--- src/design/lpdct_pkg.sv ---
package lpdct_pkg;

	// ************************************************************
	// Clock and cycle conversion
	// ************************************************************
	localparam real CLK_NS = 40.0;

	// A least time rounds up to whole cycles and never below one.
	function automatic int ns2cyc(input real t_ns);
		int c;
		c = $rtoi(t_ns / CLK_NS);
		if (real'(c) * CLK_NS < t_ns) begin
			c = c + 1;
		end
		if (c < 1) begin
			c = 1;
		end
		return c;
	endfunction : ns2cyc

	typedef logic [3:0] lpdct_cnt_t;
	typedef logic [7:0] lpdct_refi_t;

	// ************************************************************
	// Times in their own units
	// ************************************************************
	localparam real T_REFI_US = 7.8125;
	localparam real T_RFC_NS = 110.0;
	localparam real T_WR_NS = 15.0;
	localparam real T_XSR_NS = 112.5;
	localparam real T_RRD_NS [4] = '{10.0, 10.8, 12.0, 15.0};
	localparam real T_RP_NS [4] = '{15.0, 16.2, 18.0, 22.5};
	localparam real T_RCD_NS [4] = '{15.0, 16.2, 18.0, 22.5};
	localparam real T_RAS_NS [4] = '{40.0, 42.0, 42.0, 45.0};

	// ************************************************************
	// Cycle counts
	// ************************************************************
	// A longest interval rounds down.
	localparam lpdct_refi_t REFI_CYC =
		lpdct_refi_t'($rtoi(T_REFI_US * 1000.0 / CLK_NS));
	localparam lpdct_cnt_t RFC_CYC = lpdct_cnt_t'(ns2cyc(T_RFC_NS));
	localparam lpdct_cnt_t WR_CYC = lpdct_cnt_t'(ns2cyc(T_WR_NS));
	localparam lpdct_cnt_t XSR_CYC = lpdct_cnt_t'(ns2cyc(T_XSR_NS));
	localparam lpdct_cnt_t MRD_CYC = 4'h2;
	localparam lpdct_cnt_t STAT_CYC = 4'h2;
	localparam lpdct_cnt_t WRR_CYC [4] = '{4'h2, 4'h2, 4'h1, 4'h1};
	localparam lpdct_cnt_t XP_CYC [4] = '{4'h2, 4'h2, 4'h1, 4'h1};
	localparam lpdct_cnt_t RRD_CYC [4] = '{
		lpdct_cnt_t'(ns2cyc(T_RRD_NS[0])), lpdct_cnt_t'(ns2cyc(T_RRD_NS[1])),
		lpdct_cnt_t'(ns2cyc(T_RRD_NS[2])), lpdct_cnt_t'(ns2cyc(T_RRD_NS[3]))};
	localparam lpdct_cnt_t RP_CYC [4] = '{
		lpdct_cnt_t'(ns2cyc(T_RP_NS[0])), lpdct_cnt_t'(ns2cyc(T_RP_NS[1])),
		lpdct_cnt_t'(ns2cyc(T_RP_NS[2])), lpdct_cnt_t'(ns2cyc(T_RP_NS[3]))};
	localparam lpdct_cnt_t RCD_CYC [4] = '{
		lpdct_cnt_t'(ns2cyc(T_RCD_NS[0])), lpdct_cnt_t'(ns2cyc(T_RCD_NS[1])),
		lpdct_cnt_t'(ns2cyc(T_RCD_NS[2])), lpdct_cnt_t'(ns2cyc(T_RCD_NS[3]))};
	localparam lpdct_cnt_t RAS_CYC [4] = '{
		lpdct_cnt_t'(ns2cyc(T_RAS_NS[0])), lpdct_cnt_t'(ns2cyc(T_RAS_NS[1])),
		lpdct_cnt_t'(ns2cyc(T_RAS_NS[2])), lpdct_cnt_t'(ns2cyc(T_RAS_NS[3]))};

	// ************************************************************
	// Commands and pin codes
	// ************************************************************
	typedef enum logic [3:0] {
		CMD_NOP = 4'h0, CMD_ACT = 4'h1, CMD_RD = 4'h2, CMD_WR = 4'h3,
		CMD_RDA = 4'h4, CMD_WRA = 4'h5, CMD_PRE = 4'h6, CMD_REF = 4'h7,
		CMD_MRS = 4'h8, CMD_STAT = 4'h9, CMD_PDE = 4'ha, CMD_PDX = 4'hb,
		CMD_SRE = 4'hc, CMD_SRX = 4'hd
	} lpdct_cmd_e;

	typedef enum logic [1:0] {
		PS_ACT = 2'h0, PS_PDN = 2'h1, PS_SREF = 2'h2
	} lpdct_pstate_e;

	// Order is ras_n, cas_n, we_n.
	localparam logic [2:0] PIN_NOP = 3'h7;
	localparam logic [2:0] PIN_ACT = 3'h3;
	localparam logic [2:0] PIN_RD = 3'h5;
	localparam logic [2:0] PIN_WR = 3'h4;
	localparam logic [2:0] PIN_PRE = 3'h2;
	localparam logic [2:0] PIN_REF = 3'h1;
	localparam logic [2:0] PIN_MRS = 3'h0;
	localparam int AP_BIT = 10;
	localparam logic [1:0] STAT_BA = 2'h1;
	localparam int SYNC_LAT = 3;

endpackage : lpdct_pkg

--- src/design/lpdct_ctrl.sv ---
module lpdct_ctrl (
	// Clock and reset
	input wire logic ref_clk_i,
	input wire logic nrst_i,
	// Configuration
	input wire logic [1:0] grade_i,
	input wire logic cl3_i,
	// Command request
	input wire logic cmd_valid_i,
	input wire logic [3:0] cmd_i,
	input wire logic [1:0] bank_i,
	input wire logic [13:0] addr_i,
	input wire logic [31:0] wr_data_i,
	output logic cmd_ready_o,
	// Read return and status
	output logic rd_valid_o,
	output logic [31:0] rd_data_o,
	output logic refresh_due_o,
	output logic freq_chg_ok_o,
	// Memory pins
	output logic mem_clk_en_o,
	output logic cke_o,
	output logic cs_n_o,
	output logic ras_n_o,
	output logic cas_n_o,
	output logic we_n_o,
	output logic [1:0] ba_o,
	output logic [13:0] addr_o,
	output logic [31:0] dq_o,
	output logic [3:0] dq_oe_o,
	input wire logic [31:0] dq_i,
	output logic [3:0] dqs_o,
	output logic [3:0] dqs_oe_o
);

	// ************************************************************
	// Decode
	// ************************************************************
	lpdct_pkg::lpdct_pstate_e pstate;
	lpdct_pkg::lpdct_cnt_t glob_cnt, rrd_cnt, wrr_cnt, stat_cnt;
	lpdct_pkg::lpdct_cnt_t rcd_cnt [4];
	lpdct_pkg::lpdct_cnt_t ras_cnt [4];
	lpdct_pkg::lpdct_cnt_t rp_cnt [4];
	lpdct_pkg::lpdct_cnt_t wr_cnt [4];
	lpdct_pkg::lpdct_refi_t refi_cnt;
	logic [3:0] bank_open;
	logic [3:0] rp_busy;
	logic stat_pend;
	logic [7:0] rd_pipe;
	logic [31:0] dq_s1, dq_s2, dq_s3, dq_filt;
	logic [1:0] wr_ph;
	logic [31:0] wr_hold;

	wire c_act = cmd_i == lpdct_pkg::CMD_ACT;
	wire c_rda = cmd_i == lpdct_pkg::CMD_RDA;
	wire c_wra = cmd_i == lpdct_pkg::CMD_WRA;
	wire c_rd = c_rda || cmd_i == lpdct_pkg::CMD_RD;
	wire c_wr = c_wra || cmd_i == lpdct_pkg::CMD_WR;
	wire c_pre = cmd_i == lpdct_pkg::CMD_PRE;
	wire c_ref = cmd_i == lpdct_pkg::CMD_REF;
	wire c_mrs = cmd_i == lpdct_pkg::CMD_MRS;
	wire c_stat = cmd_i == lpdct_pkg::CMD_STAT;
	wire c_pde = cmd_i == lpdct_pkg::CMD_PDE;
	wire c_pdx = cmd_i == lpdct_pkg::CMD_PDX;
	wire c_sre = cmd_i == lpdct_pkg::CMD_SRE;
	wire c_srx = cmd_i == lpdct_pkg::CMD_SRX;

	wire in_act = pstate == lpdct_pkg::PS_ACT;
	wire all_idle = bank_open == 4'h0 && rp_busy == 4'h0;
	wire b_open = bank_open[bank_i];
	wire [3:0] lat = cl3_i ? 4'h3 : 4'h2;
	wire lpdct_pkg::lpdct_cnt_t dal_cyc =
		lpdct_pkg::WR_CYC + lpdct_pkg::RP_CYC[grade_i];
	// A status read needs no open row, only the select-to-read and write-to-read spacing.
	wire rd_ok = wrr_cnt == 4'h0 && (stat_pend ? stat_cnt == 4'h0 :
		b_open && rcd_cnt[bank_i] == 4'h0);
	// The internal precharge of a read starts one cycle on, of a write
	// after write recovery, so tRAS need only expire by then.
	wire rda_ok = ras_cnt[bank_i] <= 4'h1;
	wire wra_ok = ras_cnt[bank_i] <= lpdct_pkg::WR_CYC;

	// ************************************************************
	// Legality
	// ************************************************************
	logic legal;
	always_comb begin
		legal = 1'b0;
		if (!in_act) begin
			legal = (c_pdx && pstate == lpdct_pkg::PS_PDN) ||
				(c_srx && pstate == lpdct_pkg::PS_SREF);
		end else if (glob_cnt == 4'h0) begin
			unique case (1'b1)
				c_act: legal = !b_open && rp_cnt[bank_i] == 4'h0 &&
					rrd_cnt == 4'h0 && !refresh_due_o;
				c_rd: legal = rd_ok && (!c_rda || rda_ok) && !refresh_due_o;
				c_wr: legal = rd_ok && !stat_pend && (!c_wra || wra_ok) &&
					!refresh_due_o;
				c_pre: legal = ras_cnt[bank_i] == 4'h0 &&
					wr_cnt[bank_i] == 4'h0;
				c_ref, c_sre: legal = all_idle;
				c_mrs, c_stat: legal = all_idle && !refresh_due_o;
				c_pde: legal = !refresh_due_o;
				default: legal = cmd_i == lpdct_pkg::CMD_NOP;
			endcase
		end
	end

	assign cmd_ready_o = legal;
	wire issue = cmd_valid_i && legal;
	wire iss_rd = issue && c_rd;
	wire iss_wr = issue && c_wr;

	// ************************************************************
	// Global spacing
	// ************************************************************
	always_ff @(posedge ref_clk_i or negedge nrst_i) begin
		if (!nrst_i) begin
			glob_cnt <= 4'h0;
			rrd_cnt <= 4'h0;
			wrr_cnt <= 4'h0;
			stat_cnt <= 4'h0;
			stat_pend <= 1'b0;
			pstate <= lpdct_pkg::PS_ACT;
		end else begin
			if (issue && c_ref) begin
				glob_cnt <= lpdct_pkg::RFC_CYC - 4'h1;
			end else if (issue && (c_mrs || c_stat)) begin
				glob_cnt <= lpdct_pkg::MRD_CYC - 4'h1;
			end else if (iss_rd && stat_pend) begin
				glob_cnt <= lat;
			end else if (issue && c_pdx) begin
				glob_cnt <= lpdct_pkg::XP_CYC[grade_i] - 4'h1;
			end else if (issue && c_srx) begin
				glob_cnt <= lpdct_pkg::XSR_CYC - 4'h1;
			end else if (glob_cnt != 4'h0) begin
				glob_cnt <= glob_cnt - 4'h1;
			end
			if (issue && c_act) begin
				rrd_cnt <= lpdct_pkg::RRD_CYC[grade_i] - 4'h1;
			end else if (rrd_cnt != 4'h0) begin
				rrd_cnt <= rrd_cnt - 4'h1;
			end
			if (iss_wr) begin
				wrr_cnt <= lpdct_pkg::WRR_CYC[grade_i];
			end else if (wrr_cnt != 4'h0) begin
				wrr_cnt <= wrr_cnt - 4'h1;
			end
			if (issue && c_stat) begin
				stat_cnt <= lpdct_pkg::STAT_CYC - 4'h1;
				stat_pend <= 1'b1;
			end else begin
				if (stat_cnt != 4'h0) begin
					stat_cnt <= stat_cnt - 4'h1;
				end
				if (iss_rd) begin
					stat_pend <= 1'b0;
				end
			end
			if (issue && c_pde) begin
				pstate <= lpdct_pkg::PS_PDN;
			end else if (issue && c_sre) begin
				pstate <= lpdct_pkg::PS_SREF;
			end else if (issue && (c_pdx || c_srx)) begin
				pstate <= lpdct_pkg::PS_ACT;
			end
		end
	end

	// ************************************************************
	// Per-bank scoreboard
	// ************************************************************
	genvar b;
	generate
		for (b = 0; b < 4; b++) begin : g_bank
			wire sel = issue && bank_i == 2'(b);
			assign rp_busy[b] = rp_cnt[b] != 4'h0;
			always_ff @(posedge ref_clk_i or negedge nrst_i) begin
				if (!nrst_i) begin
					bank_open[b] <= 1'b0;
					rcd_cnt[b] <= 4'h0;
					ras_cnt[b] <= 4'h0;
					rp_cnt[b] <= 4'h0;
					wr_cnt[b] <= 4'h0;
				end else begin
					if (sel && c_act) begin
						bank_open[b] <= 1'b1;
						rcd_cnt[b] <= lpdct_pkg::RCD_CYC[grade_i] - 4'h1;
						ras_cnt[b] <= lpdct_pkg::RAS_CYC[grade_i] - 4'h1;
					end else begin
						rcd_cnt[b] <= rcd_cnt[b] - 4'(rcd_cnt[b] != 4'h0);
						ras_cnt[b] <= ras_cnt[b] - 4'(ras_cnt[b] != 4'h0);
					end
					if (sel && (c_pre || c_rda || c_wra)) begin
						bank_open[b] <= 1'b0;
					end
					if (sel && c_pre) begin
						rp_cnt[b] <= lpdct_pkg::RP_CYC[grade_i] - 4'h1;
					end else if (sel && c_rda) begin
						rp_cnt[b] <= lpdct_pkg::RP_CYC[grade_i];
					end else if (sel && c_wra) begin
						rp_cnt[b] <= dal_cyc;
					end else if (rp_cnt[b] != 4'h0) begin
						rp_cnt[b] <= rp_cnt[b] - 4'h1;
					end
					// The data beat takes one cycle, recovery counts after it.
					if (sel && c_wr) begin
						wr_cnt[b] <= lpdct_pkg::WR_CYC;
					end else if (wr_cnt[b] != 4'h0) begin
						wr_cnt[b] <= wr_cnt[b] - 4'h1;
					end
				end
			end
		end
	endgenerate

	// ************************************************************
	// Refresh interval
	// ************************************************************
	always_ff @(posedge ref_clk_i or negedge nrst_i) begin
		if (!nrst_i) begin
			refi_cnt <= 8'h00;
		end else if ((issue && (c_ref || c_srx)) ||
			pstate == lpdct_pkg::PS_SREF) begin
			refi_cnt <= 8'h00;
		end else if (refi_cnt != lpdct_pkg::REFI_CYC) begin
			refi_cnt <= refi_cnt + 8'h01;
		end
	end
	assign refresh_due_o = refi_cnt == lpdct_pkg::REFI_CYC;
	assign freq_chg_ok_o = !in_act || !mem_clk_en_o;

	// ************************************************************
	// Command pins
	// ************************************************************
	wire [2:0] pin_code =
		(c_act) ? lpdct_pkg::PIN_ACT :
		(c_rd) ? lpdct_pkg::PIN_RD :
		(c_wr) ? lpdct_pkg::PIN_WR :
		(c_pre) ? lpdct_pkg::PIN_PRE :
		(c_ref || c_sre) ? lpdct_pkg::PIN_REF :
		(c_mrs || c_stat) ? lpdct_pkg::PIN_MRS : lpdct_pkg::PIN_NOP;
	wire [13:0] addr_ap = addr_i | 14'((c_rda || c_wra) << lpdct_pkg::AP_BIT);

	always_ff @(posedge ref_clk_i or negedge nrst_i) begin
		if (!nrst_i) begin
			{ras_n_o, cas_n_o, we_n_o} <= lpdct_pkg::PIN_NOP;
			cs_n_o <= 1'b1;
			cke_o <= 1'b1;
			mem_clk_en_o <= 1'b1;
			ba_o <= 2'h0;
			addr_o <= 14'h0000;
		end else begin
			{ras_n_o, cas_n_o, we_n_o} <= issue ? pin_code : lpdct_pkg::PIN_NOP;
			cs_n_o <= !(issue && pin_code != lpdct_pkg::PIN_NOP);
			ba_o <= (issue && c_stat) ? lpdct_pkg::STAT_BA : bank_i;
			addr_o <= addr_ap;
			if (issue && (c_pde || c_sre)) begin
				cke_o <= 1'b0;
			end else if (issue && (c_pdx || c_srx)) begin
				cke_o <= 1'b1;
			end
			// Clock stops one cycle after the self-refresh entry goes out.
			mem_clk_en_o <= !(pstate == lpdct_pkg::PS_SREF) ||
				(issue && c_srx);
		end
	end

	// ************************************************************
	// Write data and strobes
	// ************************************************************
	always_ff @(posedge ref_clk_i or negedge nrst_i) begin
		if (!nrst_i) begin
			wr_ph <= 2'h0;
			wr_hold <= 32'h0000_0000;
			dq_o <= 32'h0000_0000;
		end else begin
			wr_ph <= iss_wr ? 2'h1 : (wr_ph == 2'h1 ? 2'h2 : 2'h0);
			if (iss_wr) begin
				wr_hold <= wr_data_i;
			end
			dq_o <= wr_hold;
		end
	end

	generate
		for (b = 0; b < 4; b++) begin : g_lane
			always_ff @(posedge ref_clk_i or negedge nrst_i) begin
				if (!nrst_i) begin
					dqs_oe_o[b] <= 1'b0;
					dqs_o[b] <= 1'b0;
					dq_oe_o[b] <= 1'b0;
				end else begin
					// Strobe leaves high impedance with the command.
					dqs_oe_o[b] <= iss_wr || wr_ph == 2'h1;
					dqs_o[b] <= wr_ph == 2'h1;
					dq_oe_o[b] <= wr_ph == 2'h1;
				end
			end
		end
	endgenerate

	// ************************************************************
	// Read return
	// ************************************************************
	// The filter and the data register add two stages after the
	// synchroniser, so the valid pulse waits until the word stands.
	wire [2:0] tap = 3'(lat + 4'(lpdct_pkg::SYNC_LAT) + 4'h1);
	wire [31:0] dq_diff = dq_s2 ^ dq_s3;
	always_ff @(posedge ref_clk_i or negedge nrst_i) begin
		if (!nrst_i) begin
			dq_s1 <= 32'h0000_0000;
			dq_s2 <= 32'h0000_0000;
			dq_s3 <= 32'h0000_0000;
			dq_filt <= 32'h0000_0000;
			rd_pipe <= 8'h00;
			rd_valid_o <= 1'b0;
			rd_data_o <= 32'h0000_0000;
		end else begin
			dq_s1 <= dq_i;
			dq_s2 <= dq_s1;
			dq_s3 <= dq_s2;
			dq_filt <= (dq_s3 & ~dq_diff) | (dq_filt & dq_diff);
			rd_pipe <= {rd_pipe[6:0], iss_rd && !stat_pend};
			rd_valid_o <= rd_pipe[tap];
			rd_data_o <= dq_filt;
		end
	end
endmodule : lpdct_ctrl

--- config.mk ---
export PLATFORM = sky130hd
export DESIGN_NAME = lpdct_ctrl
export DESIGN_NICKNAME = d
export VERILOG_FILES = /design/src/design/lpdct_pkg.sv /design/src/design/lpdct_ctrl.sv
export SDC_FILE = /design/constraint.sdc
export NUM_CORES = 1
export LEC_CHECK = 0
export BUFFER_PORTS_ARGS = -buffer_cell sky130_fd_sc_hd__buf_2
export CORE_MARGIN = 3
export CORE_UTILIZATION = 47
export CTS_CLUSTER_SIZE = 20
export DETAILED_ROUTE_END_ITERATION = 8
export PLACE_DENSITY = 0.72
export SLEW_MARGIN = 20
export SYNTH_ARGS = -nofsm -noshare
export SYNTH_HDL_FRONTEND = slang
export SYNTH_SLANG_ARGS = --single-unit
--- constraint.sdc ---
create_clock -name ref_clk_i -period 8.2 [get_ports ref_clk_i]
set_input_delay 0.82 -clock ref_clk_i [delete_from_list [all_inputs] [get_ports ref_clk_i]]
set_output_delay 0.82 -clock ref_clk_i [all_outputs]
set_load 0.01 [all_outputs]
==> impl_metrics.csv <==
group,metric,value,unit
logic_synthesis,yosys.area.top_type,"dfrtp_1",
setup_path,critical_path.reg2reg.startpoint,"wrr_cnt[0]$_DFFE_PN0P_",
setup_path,worstSetupPathType,"in -> out",
logic_synthesis,syn_area,13000,sq um
sta,max_freq,0.245,GHz
global_route,grt_util_met1,22.1,%
layout,area_growth,19.5,%
clock_tree,postCtsSetupRepairBufs,0,
sta,fin_skew,0.0186,ns
global_route,first_global_vias,7568,
placed_design,detailed_place_hpwl,16400,microns
layout,instances_no_fill,1567,
sta,max-slew-margin-rel,37.2,%
power_and_ir_drop,p_per_area,323,nW/um^2
placed_design,gpl.final_weighted_congestion,0.905,
setup_path,rr_endpoint,"ras_cnt[4]$_DFF_PN0_",
routing,drt_drc_violations_left,0,
global_route,globalRouteOverflowTotal,0,
sta,setup_viol,0,
floorplan,die-area,29700,sq um
global_route,busiest_layer,"met2",
global_route,global_routing_usage_on_met2,25.6,%
routing,vias_per_cell,4.98,
logic_synthesis,synth_most_common_cell,"dfrtp_1",
routing,drt_iter0_markers,455,
logic_synthesis,synth.cells.most_frequent,"348 x dfrtp_1, 99 x nor2_1, 47 x inv_1, 43 x nand2_1, 39 x ha_1",
sta,max_slew.worst_pin.slew,0.941,ns
global_route,globalRouteMet3Util,2.95,%
logic_synthesis,synth_largest_type_area_fraction,67.0,%
setup_path,crit_arrival,3.27,ns
logic_synthesis,synth.yosys.warnings,0,
clock_tree,cts.hold.buffers_added,0,
sta,fin_tns_setup,0,ns
logic_synthesis,synth_flop_cell,"dfrtp_1",
setup_path,worst-endpoint-required,7.38,ns
placed_design,placed_instance_area,14300,sq um
floorplan,top_level_ports,192,
setup_path,timing.reg2reg.worst_path_depth,9,
routing,via_count,7806,
routing,detail-route-antenna-nets,0,
logic_synthesis,synth_seq_cells,354,
routing,wirelength,23800,microns
setup_path,critical_path.startpoint,"cmd_i[0]",
power_and_ir_drop,p_leak,7.48,nW
clock_tree,clk_pin_slew_worst_paths,0.06,ns
sta,finalCriticalPeriod,4.09,ns
floorplan,core_area,27100,sq um
clock_tree,clock_path_buffers,3,
job,maxCapViolations,0,
clock_tree,htree_levels,2,
clock_tree,cts-root-buf,"clkbuf_16",
layout,postLayoutCoreUtil,57.4,%
clock_tree,numCtsBuffers,37,
clock_tree,tritoncts,"built",
floorplan,std_cell_rows,60,
setup_path,kind_of_end_point_of_the_critical_path,"primary output",
global_route,pin_count_of_the_biggest_net_entering_global_routing,177,
run_status,outcome,"complete, no violations",
routing,wire_per_inst,15.2,microns
sta,timing.final.hold_violations,0,
layout,fill_cells,2162,
layout,nets,1296,
min_path,hold_class,"reg -> reg",
power_and_ir_drop,report.power.total,5.03,mW
min_path,worstHoldStart,"dq_s1[1]$_DFF_PN0_",
logic_synthesis,synthCells,966,
sta,grt_setup_unrepaired,"false",
logic_synthesis,synth_async_sr_flop_share,100,%
sta,finalHoldWorstSlack,0.336,ns
logic_synthesis,ys_top_cells_by_area,"dfrtp_1 67%, ha_1 3.8%, mux2_2 3.1%",
clock_tree,numClockSinks,354,
floorplan,die_width,172,microns
setup_path,start_kind,"primary input",
placed_design,port_buffers,191,
floorplan,floorplan.die.height,172,microns
min_path,timing.hold.worst_path_depth,0,
floorplan,starting_density_of_the_core,48.0,%
sta,slew_violations,0,
clock_tree,worstSkewPairLatency,0.52,ns
logic_synthesis,synth-edff-count,0,
power_and_ir_drop,peakVddDrop,0.146,mV
global_route,wire_length_of_the_first_global_routing_pass,37900,microns
layout,antenna-diode-count,0,
global_route,antenna_found_initial,0,
placed_design,pre_cts_slack,3.73,ns
global_route,global_route.usage.total,15.9,%
setup_path,reg2reg_setup_slack,4.32,ns
placed_design,placed_cells_incl_taps,1500,
logic_synthesis,count_of_unique_library_cells_instantiated_by_yosys,63,
sta,final_critical_path_setup_slack,4.11,ns
logic_synthesis,synth_area_per_inst,13.5,sq um
routing,drt-pass1-iter-count,5,
layout,layout.cell_area.non_filler,15500,sq um
setup_path,crit_path_max_fanout,26,
logic_synthesis,synth-seq-area-share,68.2,%
min_path,timing.hold.worst_endpoint,"dq_s2[1]$_DFF_PN0_",
logic_synthesis,synthesis.nets,1095,
sta,final_worst_path_cycle_share,49.8,%
layout,drive_gt1_share,26.0,%
clock_tree,post_cts_resized,0,
[layout by cell type, fill, tap and decap left out, types with 6 or more instances in the layout]
| cell | n |
|---|---|
| nor4_1 | 7 |
| a21oi_1 | 26 |
| a31oi_1 | 13 |
| nand3_1 | 15 |
| clkinv_2 | 7 |
| buf_2 | 190 |
| and2_1 | 7 |
| mux2i_1 | 8 |
| ha_1 | 39 |
| inv_1 | 47 |
| nor3_1 | 24 |
| nor2_1 | 99 |
| maj3_1 | 33 |
| nor2b_1 | 14 |
| nand2_1 | 43 |
| clkbuf_16 | 38 |
| and3_1 | 6 |
| dfrtp_1 | 348 |
| clkbuf_1 | 7 |
| mux2_2 | 36 |
| nand2b_1 | 13 |
| xnor2_1 | 25 |
| dfstp_2 | 6 |
| a211oi_1 | 7 |
| nor3b_1 | 12 |
| or3_1 | 6 |
| xor2_1 | 12 |
| o21ai_0 | 22 |
[where the power goes]
part	internal, mW	switching [mW]
registers	2.09	0.220
logic	0.497	0.554
clock network	1.00	0.663
total	3.59	1.44
[routing by layer]
metal / vias up / routed length (microns)
met3: 48 / 1280
met5: - / 0
met2: 202 / 11400
li1: 3691 / -
met4: 0 / 534
met1: 3865 / 10600
[sequential cells by signal, summed over array words and instances (netlist names), 4 cells and up, named ones only]
register	count
addr_o	14
bank_open	4
dq_o	32
dq_s1	32
dq_s2	32
dq_s3	32
glob_cnt	4
ras_cnt	16
rcd_cnt	16
rd_data_o	32
rd_pipe	8
refi_cnt	8
rp_cnt	16
rrd_cnt	4
stat_cnt	4
wr_cnt	16
wr_hold	32
wrr_cnt	4
[cell families (layout without fill, tap and decap cells)]
logic type	count (synthesis)	count (layout)	share of synthesized area (%)
fa+ha+maj	72	72	6.29
buf+inv	80	309	2.84
xor+xnor	37	37	2.49
compound gates	105	105	5.47
flops	354	354	68.2
simple gates	273	273	10.8
mux	45	45	3.91
[critical path, cell delays in order]
cell and delay, ns:
buf_2 0.37, or4b_1 0.74, a2111oi_0 0.47, o31a_1 0.20
o21ai_1 0.15, a31oi_1 0.31, buf_2 0.20
[worst max-delay path by stage]
stage	to	slack (ns)	cells after the start
after floorplan	cmd_ready_o	4.85	7
after global placement	ras_cnt[4]$_DFF_PN0_	3.79	9
after detailed placement	ras_cnt[4]$_DFF_PN0_	3.73	9
after CTS	cmd_ready_o	4.15	7
after global routing	bank_open[2]$_DFFE_PN0P_	3.94	9
final	cmd_ready_o	4.11	7
[final cells by class]
| class | count | area, sq um | area share, % |
|---|---|---|---|
| inverter | 47 | 176 | 1.14 |
| timing repair buffer | 195 | 1020 | 6.57 |
| clock inverter | 17 | 200 | 1.29 |
| multi-input combinational | 532 | 3770 | 24.2 |
| tap | 372 | 465 | 2.99 |
| clock buffer | 50 | 1050 | 6.73 |
| sequential | 354 | 8870 | 57.0 |
No activity file was read; power rests on OpenSTA's default activity.
